$ cat src/hdl/hemf_consts.vh
// Purpose: Constants for the command handler, event mask and event filter block
// Assumes: Plain Verilog-2005, included by bare name
`ifndef HEMF_CONSTS_VH
`define HEMF_CONSTS_VH

`define HEMF_OCF_SET_MASK 10'h001
`define HEMF_OCF_RESET 10'h003
`define HEMF_OCF_SET_FILTER 10'h005
`define HEMF_OGF_BASEBAND 6'h03

`define HEMF_MASK_DEFAULT 64'h00000000FFFFFFFF
`define HEMF_MASK_DEFINED 64'h00000000FFFFFFFF

`define HEMF_EVT_CONN_COMPLETE 8'h03
`define HEMF_EVT_CONN_REQUEST 8'h04
`define HEMF_EVT_INQ_RESULT 8'h02
`define HEMF_EVT_CMD_COMPLETE 8'h0E
`define HEMF_EVT_CMD_STATUS 8'h0F
`define HEMF_EVT_NUM_COMPLETED 8'h13

`define HEMF_FT_CLEAR_ALL 8'h00
`define HEMF_FT_INQUIRY 8'h01
`define HEMF_FT_CONN_SETUP 8'h02

`define HEMF_CT_ALL 8'h00
`define HEMF_CT_CLASS 8'h01
`define HEMF_CT_ADDR 8'h02

`define HEMF_ST_SUCCESS 8'h00
`define HEMF_ST_UNKNOWN_CMD 8'h01
`define HEMF_ST_MEMORY_FULL 8'h07
`define HEMF_ST_INVALID_PARAM 8'h12

// Entry layout: valid, category(2), kind(2), auto accept, class(24), class mask(24), address(48)
`define HEMF_ENTRY_W 102

// Register-port map
`define HEMF_REG_MASK_LO 4'h0
`define HEMF_REG_MASK_HI 4'h1
`define HEMF_REG_FCOUNT 4'h2
`define HEMF_REG_STATE 4'h3

`endif

$ cat src/hdl/hemf_filter_mem.v
// Purpose: Filter entry store with registered read port
// Assumes: One write port, one read port, single clock
// Notes: Read data appear one cycle after the read address
module hemf_filter_mem #(
    parameter DEPTH = 8,
    parameter AW = 3,
    parameter W = 102
) (
    input wire clock,
    input wire wr_en,
    input wire [AW-1:0] wr_addr,
    input wire [W-1:0] wr_data,
    input wire [AW-1:0] rd_addr,
    output reg [W-1:0] rd_data
);
    reg [W-1:0] mem [0:DEPTH-1];

    always @(posedge clock) begin
        if (wr_en) begin
            mem[wr_addr] <= wr_data;
        end
        rd_data <= mem[rd_addr];
    end
endmodule // hemf_filter_mem

$ cat src/hdl/hemf_top.v
// Purpose: Command interpreter for event mask, reset and event filter commands
// Assumes: Commands arrive already parsed, held with their fields until taken while cmd_ready is high
// Notes: Events are offered one at a time; ev_ready low means the block is busy
`include "hemf_consts.vh"
module hemf_top #(
    parameter DEPTH = 8,
    parameter AW = 3
) (
    clock,
    rst_b,
    cmd_valid,
    cmd_ogf,
    cmd_opcode_command_field,
    cmd_mask,
    cmd_filter_type,
    cmd_cond_type,
    cmd_class,
    cmd_class_mask,
    cmd_device_hw_address,
    cmd_auto_accept,
    cmd_ready,
    ev_valid,
    ev_code,
    ev_class,
    ev_device_hw_address,
    ev_new_device,
    ev_ready,
    out_valid,
    out_code,
    out_auto_accept,
    cc_valid,
    cc_opcode_command_field,
    cc_status,
    ctrl_reset,
    standby,
    reg_addr,
    reg_wdata,
    reg_wr,
    reg_rd,
    reg_rdata
);
    input wire clock;
    input wire rst_b;
    input wire cmd_valid;
    input wire [5:0] cmd_ogf;
    input wire [9:0] cmd_opcode_command_field;
    input wire [63:0] cmd_mask;
    input wire [7:0] cmd_filter_type;
    input wire [7:0] cmd_cond_type;
    input wire [23:0] cmd_class;
    input wire [23:0] cmd_class_mask;
    input wire [47:0] cmd_device_hw_address;
    input wire cmd_auto_accept;
    output reg cmd_ready;
    input wire ev_valid;
    input wire [7:0] ev_code;
    input wire [23:0] ev_class;
    input wire [47:0] ev_device_hw_address;
    input wire ev_new_device;
    output reg ev_ready;
    output reg out_valid;
    output reg [7:0] out_code;
    output reg out_auto_accept;
    output reg cc_valid;
    output reg [9:0] cc_opcode_command_field;
    output reg [7:0] cc_status;
    output reg ctrl_reset;
    output reg standby;
    input wire [3:0] reg_addr;
    input wire [31:0] reg_wdata;
    input wire reg_wr;
    input wire reg_rd;
    output reg [31:0] reg_rdata;

    localparam S_IDLE = 4'b0001;
    localparam S_SCAN = 4'b0010;
    localparam S_RESET = 4'b0100;
    localparam S_CLEAR = 4'b1000;

    reg rst_s1_r;
    reg rst_s2_r;
    wire rst_n = rst_s2_r;

    always @(posedge clock or negedge rst_b) begin
        if (!rst_b) begin
            rst_s1_r <= 1'b0;
            rst_s2_r <= 1'b0;
        end else begin
            rst_s1_r <= 1'b1;
            rst_s2_r <= rst_s1_r;
        end
    end

    reg [3:0] state_r;
    reg [63:0] mask_r;
    reg [DEPTH-1:0] valid_r;
    reg [AW:0] count_r;
    reg [AW-1:0] scan_r;
    reg [AW-1:0] clr_r;
    reg hit_r;
    reg hit_auto_r;
    reg [7:0] ev_code_r;
    reg [23:0] ev_class_r;
    reg [47:0] ev_addr_r;
    reg ev_new_r;
    reg scan_wait_r;

    wire [`HEMF_ENTRY_W-1:0] rd_entry;
    wire mem_wr;
    wire [AW-1:0] mem_wa;
    wire [`HEMF_ENTRY_W-1:0] mem_wd;

    wire is_cmd = cmd_valid && cmd_ready && cmd_ogf == `HEMF_OGF_BASEBAND;
    wire do_mask = is_cmd && cmd_opcode_command_field == `HEMF_OCF_SET_MASK;
    wire do_reset = is_cmd && cmd_opcode_command_field == `HEMF_OCF_RESET;
    wire do_filt = is_cmd && cmd_opcode_command_field == `HEMF_OCF_SET_FILTER;
    wire ft_ok = cmd_filter_type == `HEMF_FT_INQUIRY || cmd_filter_type == `HEMF_FT_CONN_SETUP;
    wire ct_ok = cmd_cond_type <= `HEMF_CT_ADDR;
    wire f_clear_all = do_filt && cmd_filter_type == `HEMF_FT_CLEAR_ALL;
    // Kind zero erases one category; only nonzero kinds take a slot
    wire f_erase_cat = do_filt && ft_ok && cmd_cond_type == `HEMF_CT_ALL;
    wire f_bad = do_filt && cmd_filter_type != `HEMF_FT_CLEAR_ALL && !(ft_ok && ct_ok);
    wire f_full = do_filt && ft_ok && ct_ok && !f_erase_cat && count_r == DEPTH;
    wire f_add = do_filt && ft_ok && ct_ok && !f_erase_cat && !f_full;

    // Free slot: lowest invalid entry
    reg [AW-1:0] free_idx;
    integer fi;
    always @* begin
        free_idx = {AW{1'b0}};
        for (fi = DEPTH - 1; fi >= 0; fi = fi - 1) begin
            if (!valid_r[fi]) begin
                free_idx = fi[AW-1:0];
            end
        end
    end

    assign mem_wr = f_add;
    assign mem_wa = free_idx;
    assign mem_wd = {1'b1, cmd_filter_type[1:0], cmd_cond_type[1:0], cmd_auto_accept,
                     cmd_class, cmd_class_mask, cmd_device_hw_address};

    // Entry age: slot holding the newest filter has the highest sequence
    reg [7:0] seq_r [0:DEPTH-1];
    reg [7:0] seq_ctr_r;
    reg [7:0] best_seq_r;

    wire is_inq = ev_code == `HEMF_EVT_INQ_RESULT;
    wire is_conn = ev_code == `HEMF_EVT_CONN_COMPLETE || ev_code == `HEMF_EVT_CONN_REQUEST;
    wire always_on = ev_code == `HEMF_EVT_CMD_COMPLETE || ev_code == `HEMF_EVT_CMD_STATUS ||
                     ev_code == `HEMF_EVT_NUM_COMPLETED;
    wire [7:0] bit_idx = ev_code - 8'h01;
    wire mask_en = ev_code != 8'h00 && ev_code <= 8'h20 && mask_r[bit_idx[5:0]];

    // Category presence per type, and the slots a category erase frees
    reg [1:0] cat_r [0:DEPTH-1];
    reg has_inq;
    reg has_conn;
    reg [DEPTH-1:0] cat_sel;
    reg [AW:0] erase_cnt;
    integer hi;
    always @* begin
        has_inq = 1'b0;
        has_conn = 1'b0;
        cat_sel = {DEPTH{1'b0}};
        erase_cnt = {(AW+1){1'b0}};
        for (hi = 0; hi < DEPTH; hi = hi + 1) begin
            if (valid_r[hi] && cat_r[hi] == 2'd1) begin
                has_inq = 1'b1;
            end
            if (valid_r[hi] && cat_r[hi] == 2'd2) begin
                has_conn = 1'b1;
            end
            if (valid_r[hi] && cat_r[hi] == cmd_filter_type[1:0]) begin
                cat_sel[hi] = 1'b1;
                erase_cnt = erase_cnt + 1'b1;
            end
        end
    end

    wire [1:0] e_cat = rd_entry[100:99];
    wire [1:0] e_kind = rd_entry[98:97];
    wire e_auto = rd_entry[96];
    wire [23:0] e_class = rd_entry[95:72];
    wire [23:0] e_cmask = rd_entry[71:48];
    wire [47:0] e_addr = rd_entry[47:0];
    wire [1:0] want_cat = (ev_code_r == `HEMF_EVT_INQ_RESULT) ? 2'd1 : 2'd2;
    wire e_match = valid_r[scan_r] && e_cat == want_cat && (
                   (e_kind == 2'd0 && (want_cat == 2'd2 || ev_new_r)) ||
                   (e_kind == 2'd1 && ((ev_class_r ^ e_class) & e_cmask) == 24'h000000) ||
                   (e_kind == 2'd2 && ev_addr_r == e_addr));

    always @(posedge clock or negedge rst_n) begin
        if (!rst_n) begin
            state_r <= S_CLEAR;
            mask_r <= `HEMF_MASK_DEFAULT;
            valid_r <= {DEPTH{1'b0}};
            count_r <= {(AW+1){1'b0}};
            scan_r <= {AW{1'b0}};
            clr_r <= {AW{1'b0}};
            hit_r <= 1'b0;
            hit_auto_r <= 1'b0;
            best_seq_r <= 8'h00;
            seq_ctr_r <= 8'h00;
            ev_code_r <= 8'h00;
            ev_class_r <= 24'h000000;
            ev_addr_r <= 48'h000000000000;
            ev_new_r <= 1'b0;
            scan_wait_r <= 1'b0;
            cmd_ready <= 1'b0;
            ev_ready <= 1'b0;
            out_valid <= 1'b0;
            out_code <= 8'h00;
            out_auto_accept <= 1'b0;
            cc_valid <= 1'b0;
            cc_opcode_command_field <= 10'h000;
            cc_status <= 8'h00;
            ctrl_reset <= 1'b1;
            standby <= 1'b0;
        end else begin
            out_valid <= 1'b0;
            cc_valid <= 1'b0;
            ctrl_reset <= 1'b0;
            case (state_r)
                S_IDLE: begin
                    if (is_cmd) begin
                        cc_valid <= 1'b1;
                        cc_opcode_command_field <= cmd_opcode_command_field;
                        cc_status <= `HEMF_ST_SUCCESS;
                        if (do_mask) begin
                            mask_r <= cmd_mask & `HEMF_MASK_DEFINED;
                        end else if (do_reset) begin
                            cmd_ready <= 1'b0;
                            ev_ready <= 1'b0;
                            standby <= 1'b0;
                            state_r <= S_RESET;
                        end else if (f_clear_all) begin
                            valid_r <= {DEPTH{1'b0}};
                            count_r <= {(AW+1){1'b0}};
                        end else if (f_erase_cat) begin
                            valid_r <= valid_r & ~cat_sel;
                            count_r <= count_r - erase_cnt;
                        end else if (f_full) begin
                            cc_status <= `HEMF_ST_MEMORY_FULL;
                        end else if (f_bad) begin
                            cc_status <= `HEMF_ST_INVALID_PARAM;
                        end else if (f_add) begin
                            valid_r[free_idx] <= 1'b1;
                            count_r <= count_r + 1'b1;
                            seq_ctr_r <= seq_ctr_r + 8'h01;
                        end else if (!do_filt) begin
                            cc_status <= `HEMF_ST_UNKNOWN_CMD;
                        end
                    end else if (ev_valid && ev_ready) begin
                        if (always_on) begin
                            out_valid <= 1'b1;
                            out_code <= ev_code;
                            out_auto_accept <= 1'b0;
                        end else if (mask_en && ((is_inq && has_inq) || (is_conn && has_conn))) begin
                            ev_code_r <= ev_code;
                            ev_class_r <= ev_class;
                            ev_addr_r <= ev_device_hw_address;
                            ev_new_r <= ev_new_device;
                            scan_r <= {AW{1'b0}};
                            scan_wait_r <= 1'b1;
                            hit_r <= 1'b0;
                            hit_auto_r <= 1'b0;
                            best_seq_r <= 8'h00;
                            cmd_ready <= 1'b0;
                            ev_ready <= 1'b0;
                            state_r <= S_SCAN;
                        end else if (mask_en) begin
                            out_valid <= 1'b1;
                            out_code <= ev_code;
                            out_auto_accept <= 1'b0;
                        end
                    end
                end
                S_SCAN: begin
                    scan_wait_r <= 1'b0;
                    if (!scan_wait_r) begin
                        if (e_match && (!hit_r || seq_r[scan_r] >= best_seq_r)) begin
                            hit_r <= 1'b1;
                            hit_auto_r <= e_auto;
                            best_seq_r <= seq_r[scan_r];
                        end
                        scan_wait_r <= 1'b1;
                        if (scan_r == DEPTH - 1) begin
                            state_r <= S_IDLE;
                            cmd_ready <= 1'b1;
                            ev_ready <= 1'b1;
                            if (e_match || hit_r) begin
                                out_valid <= 1'b1;
                                out_code <= ev_code_r;
                                out_auto_accept <= (e_match && (!hit_r || seq_r[scan_r] >= best_seq_r)) ?
                                                   e_auto : hit_auto_r;
                            end
                        end else begin
                            scan_r <= scan_r + 1'b1;
                        end
                    end
                end
                S_RESET: begin
                    ctrl_reset <= 1'b1;
                    mask_r <= `HEMF_MASK_DEFAULT;
                    valid_r <= {DEPTH{1'b0}};
                    count_r <= {(AW+1){1'b0}};
                    seq_ctr_r <= 8'h00;
                    out_auto_accept <= 1'b0;
                    state_r <= S_CLEAR;
                end
                S_CLEAR: begin
                    state_r <= S_IDLE;
                    cmd_ready <= 1'b1;
                    ev_ready <= 1'b1;
                    standby <= 1'b1;
                end
                default: begin
                    state_r <= S_IDLE;
                end
            endcase
        end
    end

    // Category and age bookkeeping per slot, written when a filter is added to that slot
    genvar g;
    generate
        for (g = 0; g < DEPTH; g = g + 1) begin : g_slot
            always @(posedge clock or negedge rst_n) begin
                if (!rst_n) begin
                    cat_r[g] <= 2'd0;
                    seq_r[g] <= 8'h00;
                end else if (state_r == S_IDLE && f_add && free_idx == g) begin
                    cat_r[g] <= cmd_filter_type[1:0];
                    seq_r[g] <= seq_ctr_r;
                end
            end
        end
    endgenerate

    hemf_filter_mem #(
        .DEPTH(DEPTH),
        .AW(AW),
        .W(`HEMF_ENTRY_W)
    ) u_mem (
        .clock(clock),
        .wr_en(mem_wr),
        .wr_addr(mem_wa),
        .wr_data(mem_wd),
        .rd_addr(scan_r),
        .rd_data(rd_entry)
    );

    always @(posedge clock or negedge rst_n) begin
        if (!rst_n) begin
            reg_rdata <= 32'h00000000;
        end else if (reg_rd) begin
            case (reg_addr)
                `HEMF_REG_MASK_LO: reg_rdata <= mask_r[31:0];
                `HEMF_REG_MASK_HI: reg_rdata <= mask_r[63:32];
                `HEMF_REG_FCOUNT: reg_rdata <= {{(31-AW){1'b0}}, count_r};
                `HEMF_REG_STATE: reg_rdata <= {26'h0000000, standby, 1'b0, state_r};
                default: reg_rdata <= 32'h00000000;
            endcase
        end else begin
            reg_rdata <= 32'h00000000;
        end
    end
endmodule // hemf_top

$ cat config.mk
export PLATFORM = sky130hd
export DESIGN_NAME = hemf_top
export DESIGN_NICKNAME = d
export VERILOG_FILES = /design/src/hdl/hemf_filter_mem.v /design/src/hdl/hemf_top.v
export VERILOG_INCLUDE_DIRS = /design/src /design/src/hdl
export SDC_FILE = /design/constraint.sdc
export NUM_CORES = 1
export LEC_CHECK = 0
export BUFFER_PORTS_ARGS = -buffer_cell sky130_fd_sc_hd__buf_2
export CAP_MARGIN = 30
export CORE_UTILIZATION = 60
export DETAILED_ROUTE_END_ITERATION = 8
export HOLD_SLACK_MARGIN = 0.02
export PLACE_DENSITY = 0.76
export SLEW_MARGIN = 20
export SYNTH_ARGS = -nofsm -noshare
export SYNTH_HDL_FRONTEND = slang
export SYNTH_SLANG_ARGS = --single-unit
export TNS_END_PERCENT = 50
$ cat constraint.sdc
create_clock -name clock -period 9.8 [get_ports clock]
set_input_delay 0.49 -clock clock [delete_from_list [all_inputs] [get_ports clock]]
set_output_delay 0.49 -clock clock [all_outputs]
set_load 0.02 [all_outputs]
======== Word-level counts from Yosys, hierarchy flattened ========
Memory sizes are Yosys's and may differ from the RTL's. A register that Yosys moved wholly into a read port is not among the register bits.
Cells that the tools add are included.
cells by class
  $add $sub $neg .......................... 12
  order comparisons ....................... 8
  eq/ne operators ......................... 87
  muxes and demuxes ....................... 169
  bitwise logic cells ..................... 8
  reduce and logical (&&, ||, !) cells .... 102
operator list
  cell                                            number
  two-way mux 8 bit                               32
  two-way mux 64 bit                              2
  one-hot mux 32 bit (4 select lines)             1
  one-hot mux 64 bit (2 select lines)             1
  two-way mux 4 bit                               23
  two-way mux 1 bit                               70
  one-hot mux 8 bit (2 select lines)              4
  logical AND 1 bit                               61
  == test 48 bit                                  1
  two-way mux 3 bit                               14
  inequality test 2 bit (second input constant)   19
  adder 4 x 1 -> 4 bit (second input constant)    8
  == test 8 x 2 -> 1 bit (second input constant)  4
  two-way mux 32 bit                              1
  two-way mux 5 bit                               6
  AND reduction 7 bit                             4
  AND 24 bit                                      1
  binary-select mux 8 bit (select 3 bit)          1
  logical NOT 24 bit                              1
  AND reduction 8 bit                             3
  bitwise XOR 24 bit                              1
  inequality test 3 bit (second input constant)   7
  == test 2 bit (second input constant)           10
  == test 2 x 1 -> 1 bit (second input constant)  9
  57 further kinds                                102
word-level totals
  register bits ........................... 329
  RAM bits ................................ 808
  bits of input ports ..................... 316
  output and inout bits ................... 65
  memories ................................ 1
memory list
  memory     depth  width  read ports  clocked after Yosys merged registers in  write ports  RTL line              RTL
  u_mem.mem  8      101    1           1                                        1            hemf_filter_mem.v:16  reg [W-1:0] mem [0:DEPTH-1];

======== Longest topological paths before layout ========
  word-level depth ........................ 24
  gate-level depth with buffers ........... 34
  gate-level depth less buffers ........... 31

======== Modules after synthesis ========
From an unflattened synthesis, not the netlist that was laid out.
unflattened totals
  cells, all modules ...................... 2,619
  area total of the unflattened synthesis .. 47,703.3 um^2
by module, submodules not included
  module           instances  cells each  area each (um^2)
  hemf_filter_mem  1          1,294       32,771.4
  hemf_top         1          1,325       14,931.8

======== Worst setup path before layout ========
OpenSTA, ideal clock, no wires.
  path kind ............................... input -> register
  start ................................... input port cmd_ogf[3]
  end ..................................... memory u_mem.mem[0][0] in the netlist's numbering, enable pin
  arrival time ............................ 8.994 ns
  data required time ...................... 9.094 ns
  path slack .............................. 0.100 ns
  stages on the path ...................... 5
  cells stage by stage .................... nor4_1 -> nand2_1 -> nor3_1 -> nand4_1 -> nor3b_1
between the ends
  cells in the longest elaborated chain, start to end .. 12
  elaborated cells on any way between the ends .. 13
  classes of those cells .................. eq/ne (1); mux (2); reduce/logical (10)
RTL lines
  what                                           RTL line                                        RTL
  start, declared                                hemf_top.v:45                                   input wire [5:0] cmd_ogf;
  == test 6 x 2 -> 1 bit (no line) (*)           n/a
  logical AND 1 bit (no line) (*) (2 in series)  n/a
  logical AND 1 bit (*)                          hemf_top.v:121, hemf_top.v:123, hemf_top.v:124
  logical AND 1 bit (no line)                    n/a
  logical NOT 1 bit                              hemf_top.v:123, hemf_top.v:124
  logical AND 1 bit (*)                          hemf_top.v:123, hemf_top.v:124
  logical AND 1 bit                              hemf_top.v:123                                  wire f_full = do_filt && ft_ok && ct_ok && !f_erase_cat && count_r == DEPTH;
  logical NOT 1 bit                              hemf_top.v:124                                  wire f_add = do_filt && ft_ok && ct_ok && !f_erase_cat && !f_full;
  logical AND 1 bit (*)                          hemf_top.v:124
  two-way mux 1 bit (*)                          hemf_filter_mem.v:19                            if (wr_en) begin
  two-way mux 1 bit (implied by the code) (*)    hemf_filter_mem.v:20                            mem[wr_addr] <= wr_data;
  end, declared                                  hemf_filter_mem.v:16
Every way passes the cells marked *; elsewhere a longest branch is shown, timed or not.

======== Worst setup path after layout ========
  start ................................... register cat_r[12] in the netlist's numbering
  end ..................................... register count_r[3]
between the ends
  cells in the longest elaborated chain, start to end .. 22
RTL lines
  what                                    RTL line        RTL
  start, declared                         hemf_top.v:156  reg [1:0] cat_r [0:DEPTH-1];
  start signal, assigned by index         hemf_top.v:334  cat_r[g] <= cmd_filter_type[1:0];
  == test 2 bit (*)                       hemf_top.v:174  if (valid_r[hi] && cat_r[hi] == cmd_filter_type[1:0]) begin
  logical AND 1 bit (*)                   hemf_top.v:174
  two-way mux 4 bit (*)                   hemf_top.v:174
  adder 4 x 1 -> 4 bit                    hemf_top.v:176  erase_cnt = erase_cnt + 1'b1;
  two-way mux 4 bit (*)                   hemf_top.v:174
  adder 4 x 1 -> 4 bit                    hemf_top.v:176
  two-way mux 4 bit (*)                   hemf_top.v:174
  adder 4 x 1 -> 4 bit                    hemf_top.v:176
  [6 not listed]                          n/a
  two-way mux 4 bit (*)                   hemf_top.v:174
  subtractor 4 bit (*)                    hemf_top.v:242  count_r <= count_r - erase_cnt;
  two-way mux 4 bit (*)                   hemf_top.v:240  end else if (f_erase_cat) begin
  two-way mux 4 bit (*)                   hemf_top.v:237  end else if (f_clear_all) begin
  two-way mux 4 bit (*)                   hemf_top.v:232  end else if (do_reset) begin
  two-way mux 4 bit (*)                   hemf_top.v:230  if (do_mask) begin
  two-way mux 4 bit (*)                   hemf_top.v:226  if (is_cmd) begin
  one-hot mux 4 bit (2 select lines) (*)  hemf_top.v:224  case (state_r)
  end signal, assigned                    hemf_top.v:239  count_r <= {(AW+1){1'b0}};
  end signal, assigned                    hemf_top.v:242
  end signal, assigned                    hemf_top.v:249  count_r <= count_r + 1'b1;
  end, declared                           hemf_top.v:97   reg [AW:0] count_r;
Every way passes the cells marked *; elsewhere a longest branch is shown, timed or not. The select of a mux whose other input is x is not followed.
A chain may end at the register's enable or synchronous reset.

==> report_table.html <==
<table>
<tr><th>Metric</th><th>Value</th></tr>
<tr><th colspan="2">Outcome</th></tr>
<tr><td>Status</td><td>finished, final reports clean</td></tr>
<tr><th colspan="2">Floorplan</th></tr>
<tr><td>Die area</td><td>80200 sq um</td></tr>
<tr><td>I/O pin cnt</td><td>381</td></tr>
<tr><td>Die X-Extent</td><td>283 microns</td></tr>
<tr><td>Starting density of the core</td><td>60.9%</td></tr>
<tr><td>Area of the core</td><td>77800 sq um</td></tr>
<tr><td>Floorplan die height</td><td>283 microns</td></tr>
<tr><td>Placement row count</td><td>102</td></tr>
<tr><th colspan="2">STA</th></tr>
<tr><td>Time the final worst path needs with I/O delays and setup</td><td>6.52 ns</td></tr>
<tr><td>Worst hold slack</td><td>0.0433 ns</td></tr>
<tr><td>Tcrit/Tclk final</td><td>66.6%</td></tr>
<tr><td>RSZ-0062 raised after global routing</td><td>false</td></tr>
<tr><td>Number of setup violations in the final report</td><td>0</td></tr>
<tr><td>Final total negative setup slack</td><td>0 ns</td></tr>
<tr><td>Final hold viol count</td><td>0</td></tr>
<tr><td>Post-Route Skew</td><td>0.0226 ns</td></tr>
<tr><td>Number of pins with negative max-slew slack in the final report</td><td>0</td></tr>
<tr><td>Max-Slew Margin vs Limit</td><td>28.5%</td></tr>
<tr><td>Maximum achievable frequency</td><td>153 MHz</td></tr>
<tr><td>Actual slew at the worst max-slew pin</td><td>1.07 ns</td></tr>
<tr><th colspan="2">Layout</th></tr>
<tr><td>Number of cells in the finished layout apart from fillers</td><td>4193</td></tr>
<tr><td>Fraction of final layout cells sized beyond drive strength 1</td><td>30.9%</td></tr>
<tr><td>Area grow syn2layout</td><td>14.8%</td></tr>
<tr><td>Number of nets in the layout</td><td>3383</td></tr>
<tr><td>Commonest cells after routing, fill and taps aside</td><td>sky130_fd_sc_hd__edfxtp_1, sky130_fd_sc_hd__buf_2, sky130_fd_sc_hd__dfrtp_1</td></tr>
<tr><td>Leading cell type in the layout, fill and taps excluded</td><td>sky130_fd_sc_hd__edfxtp_1</td></tr>
<tr><th colspan="2">Critical path</th></tr>
<tr><td>Reg-to-reg slack, setup</td><td>3.28 ns</td></tr>
<tr><td>Startpoint type of the worst setup path</td><td>flop</td></tr>
<tr><td>Category of the most critical setup path</td><td>flop to flop</td></tr>
<tr><td>Max Fanout on Critical Path</td><td>9</td></tr>
<tr><td>Worst EP required</td><td>10.41 ns</td></tr>
<tr><td>Cell type with the highest occurrence count on the critical path</td><td>sky130_fd_sc_hd__ha_1</td></tr>
<tr><td>Highest cell delay on the worst timing path</td><td>0.56 ns</td></tr>
<tr><td>CP Capture Type</td><td>flop</td></tr>
<tr><td>Crit path launch</td><td>cat_r[12]</td></tr>
<tr><td>Data arrival time at the worst-slack endpoint</td><td>7.13 ns</td></tr>
<tr><td>Reg-to-reg startpoint</td><td>cat_r[12]</td></tr>
<tr><td>Standard cell with the maximum stage delay on the critical path</td><td>sky130_fd_sc_hd__nor4_1</td></tr>
<tr><th colspan="2">GRT</th></tr>
<tr><td>Combined global-route utilization of all metal layers</td><td>26.6%</td></tr>
<tr><td>Vias in the first global route</td><td>26900</td></tr>
<tr><td>Number of antenna violations at the first check in global routing</td><td>19</td></tr>
<tr><td>Largest net degree at the start of global routing</td><td>163</td></tr>
<tr><td>Residual overflow from global routing</td><td>0</td></tr>
<tr><td>Wire length of the first global-routing pass</td><td>162 mm</td></tr>
<tr><th colspan="2">Clocking</th></tr>
<tr><td>Root buf cell</td><td>sky130_fd_sc_hd__clkbuf_16</td></tr>
<tr><td>Max clock buf depth</td><td>3</td></tr>
<tr><td>Post-CTS Hold Buffers</td><td>49</td></tr>
<tr><td>Clock buffers created by TritonCTS</td><td>115</td></tr>
<tr><td>Count of clock tree sinks</td><td>1202</td></tr>
<tr><td>Depth of the CTS H-tree</td><td>3</td></tr>
<tr><td>Post-CTS repair timing setup buffer count</td><td>0</td></tr>
<tr><td>TritonCTS clock tree</td><td>done</td></tr>
<tr><td>Post-cts resize count</td><td>0</td></tr>
<tr><td>Clock-pin slew on the worst setup and hold paths</td><td>0.07 ns</td></tr>
<tr><td>Clock latency on the worst-skew pair</td><td>0.69 ns</td></tr>
<tr><th colspan="2">Place</th></tr>
<tr><td>Hpwl dp</td><td>61.4 mm</td></tr>
<tr><td>Placed Cells</td><td>3914</td></tr>
<tr><td>Routability-driven placement congestion ratio</td><td>0.894</td></tr>
<tr><td>Count of input and output buffers</td><td>311</td></tr>
<tr><th colspan="2">Logic synthesis</th></tr>
<tr><td>Synth top area share</td><td>51.2%</td></tr>
<tr><td>Async S/R FF share, synth</td><td>24.4%</td></tr>
<tr><td>Synth Area per Inst</td><td>17.8 sq um</td></tr>
<tr><td>Netlist cell types</td><td>84</td></tr>
<tr><td>Yosys warns</td><td>0</td></tr>
<tr><td>Portion of the post-synthesis area used by sequential elements</td><td>71.0%</td></tr>
<tr><td>Number of synthesized register bits</td><td>1202</td></tr>
<tr><td>Most instantiated flip-flop cell in the synthesis netlist</td><td>sky130_fd_sc_hd__edfxtp_1</td></tr>
<tr><td>Post-Syn Instances</td><td>2657</td></tr>
<tr><td>EDFF count, synth</td><td>808</td></tr>
<tr><td>Library cell with the largest summed area after synthesis</td><td>sky130_fd_sc_hd__edfxtp_1</td></tr>
<tr><td>Netlist area before placement</td><td>47400 sq um</td></tr>
<tr><td>Cell types with the largest area share after synthesis</td><td>sky130_fd_sc_hd__edfxtp_1, sky130_fd_sc_hd__dfrtp_1, sky130_fd_sc_hd__mux4_2</td></tr>
<tr><th colspan="2">Run</th></tr>
<tr><td>Number of max-cap violations</td><td>0</td></tr>
<tr><th colspan="2">Hold path</th></tr>
<tr><td>Hold WC Path Type</td><td>input pin to flop</td></tr>
<tr><td>Min-delay src</td><td>ev_device_hw_address[17]</td></tr>
<tr><th colspan="2">Drt</th></tr>
<tr><td>Routed len/inst</td><td>25.1 microns</td></tr>
<tr><td>Sum of routed wire length over all layers</td><td>105 mm</td></tr>
<tr><td>Via Count</td><td>25400</td></tr>
<tr><td>Via density</td><td>6.05</td></tr>
<tr><td>1st-pass router iterations</td><td>5</td></tr>
<tr><td>Number of DRC markers after the initial detailed-route iteration</td><td>2332</td></tr>
<tr><td>DR DRC count</td><td>0</td></tr>
<tr><td>Remaining antenna violation count</td><td>0</td></tr>
<tr><th colspan="2">Power and ir drop</th></tr>
<tr><td>Static Leakage</td><td>20.9 nW</td></tr>
<tr><td>Total power divided by cell area</td><td>185 nW/um^2</td></tr>
<tr><td>Highest ir drop seen on vdd</td><td>0.162 mV</td></tr>
</table>
sequential cells by signal, indices dropped and copies added (netlist names), 3 cells and up:
register and count:
cc_opcode_command_field 10, reg_rdata 32, ev_addr_r 48, u_mem.mem 808, u_mem.rd_data 101, seq_ctr_r 8
seq_r 64, cc_status 4, count_r 4, ev_class_r 24, out_code 8, cat_r 16
state_r 4, mask_r 32, ev_code_r 8, best_seq_r 8, valid_r 8, scan_r 3
area by class of cell:
cell class | instances | area [sq um]
fill | 4870 | 23400
tap | 1040 | 1300
antenna | 9 | 22.5
clock buffer | 165 | 3220
sequential | 1202 | 33700
inverter | 37 | 139
multi-input combinational | 1284 | 13200
timing repair buffer | 401 | 2430
clock inverter | 55 | 503
report_power, final:
group	switching, mW	internal [mW]
registers	0.0225	5.45
logic	0.154	0.0952
clock network	1.88	2.45
total	2.05	8.00
synth_stat cells, drive strengths merged, types with 42 or more instances:
cell    number
dfxtp      101
nor2       129
xnor2       49
buf         42
a21oi       50
xor2        60
mux4       230
dfrtp      259
nand2      138
edfxtp     808
mux2       263
clkbuf      95
critical path: cells and delay by family (launching register included):
| kind | cells | cell delay, ns |
|---|---|---|
| flops | 1 | 0.42 |
| simple gates | 13 | 2.15 |
| xor+xnor | 5 | 0.84 |
| mux | 1 | 0.29 |
| compound gates | 4 | 0.91 |
| buf+inv | 3 | 0.28 |
| fa+ha+maj | 5 | 1.57 |
routing by layer:
metal / share of wire, % / global-route usage [%] / up-vias / wire [microns]
li1: - / - / 11000 / -
met1: 40 / 35.5 / 13200 / 41800
met2: 51 / 45.6 / 899 / 54300
met3: 6.2 / 4.17 / 194 / 6580
met4: 2.5 / 8.09 / 14 / 2630
met5: 0.076 / 0 / - / 80
through the flow:
step                      util, %  area [sq um]  total power [mW]  setup slack, ns
after detailed placement     64.5         50200              5.81             2.72
after global routing         69.9         54400              10.4             2.64
final                        69.9         54400              10.1             3.28
after global placement       64.4         50100              5.80             2.90
after CTS                    69.9         54400              10.1             3.29
after floorplan                 -         47400              5.67           0.0997
path summary, 6_finish.rpt:
kind | endpoint | cells after the start
setup / recovery | count_r[3] | 31
hold / removal | ev_addr_r[17] | 2
setup reg to reg | count_r[3] | 31
hold reg to reg | count_r[2] | 0
max in group asynchronous | ev_addr_r[36] | 1
min in group asynchronous | rst_n | 2
kinds of logic after synthesis:
group	count (synthesis)	synth area share (%)
flip-flops	1202	71.0
multiplexers	511	17.6
AND/OR/NAND/NOR	449	4.54
AO/OA/AOI/OAI	181	2.44
buffers and inverters	174	1.49
XOR/XNOR	112	2.27
adder cells (fa/ha/maj)	26	0.702
other	2	0.0158
No activity file was read; power rests on OpenSTA's default activity.
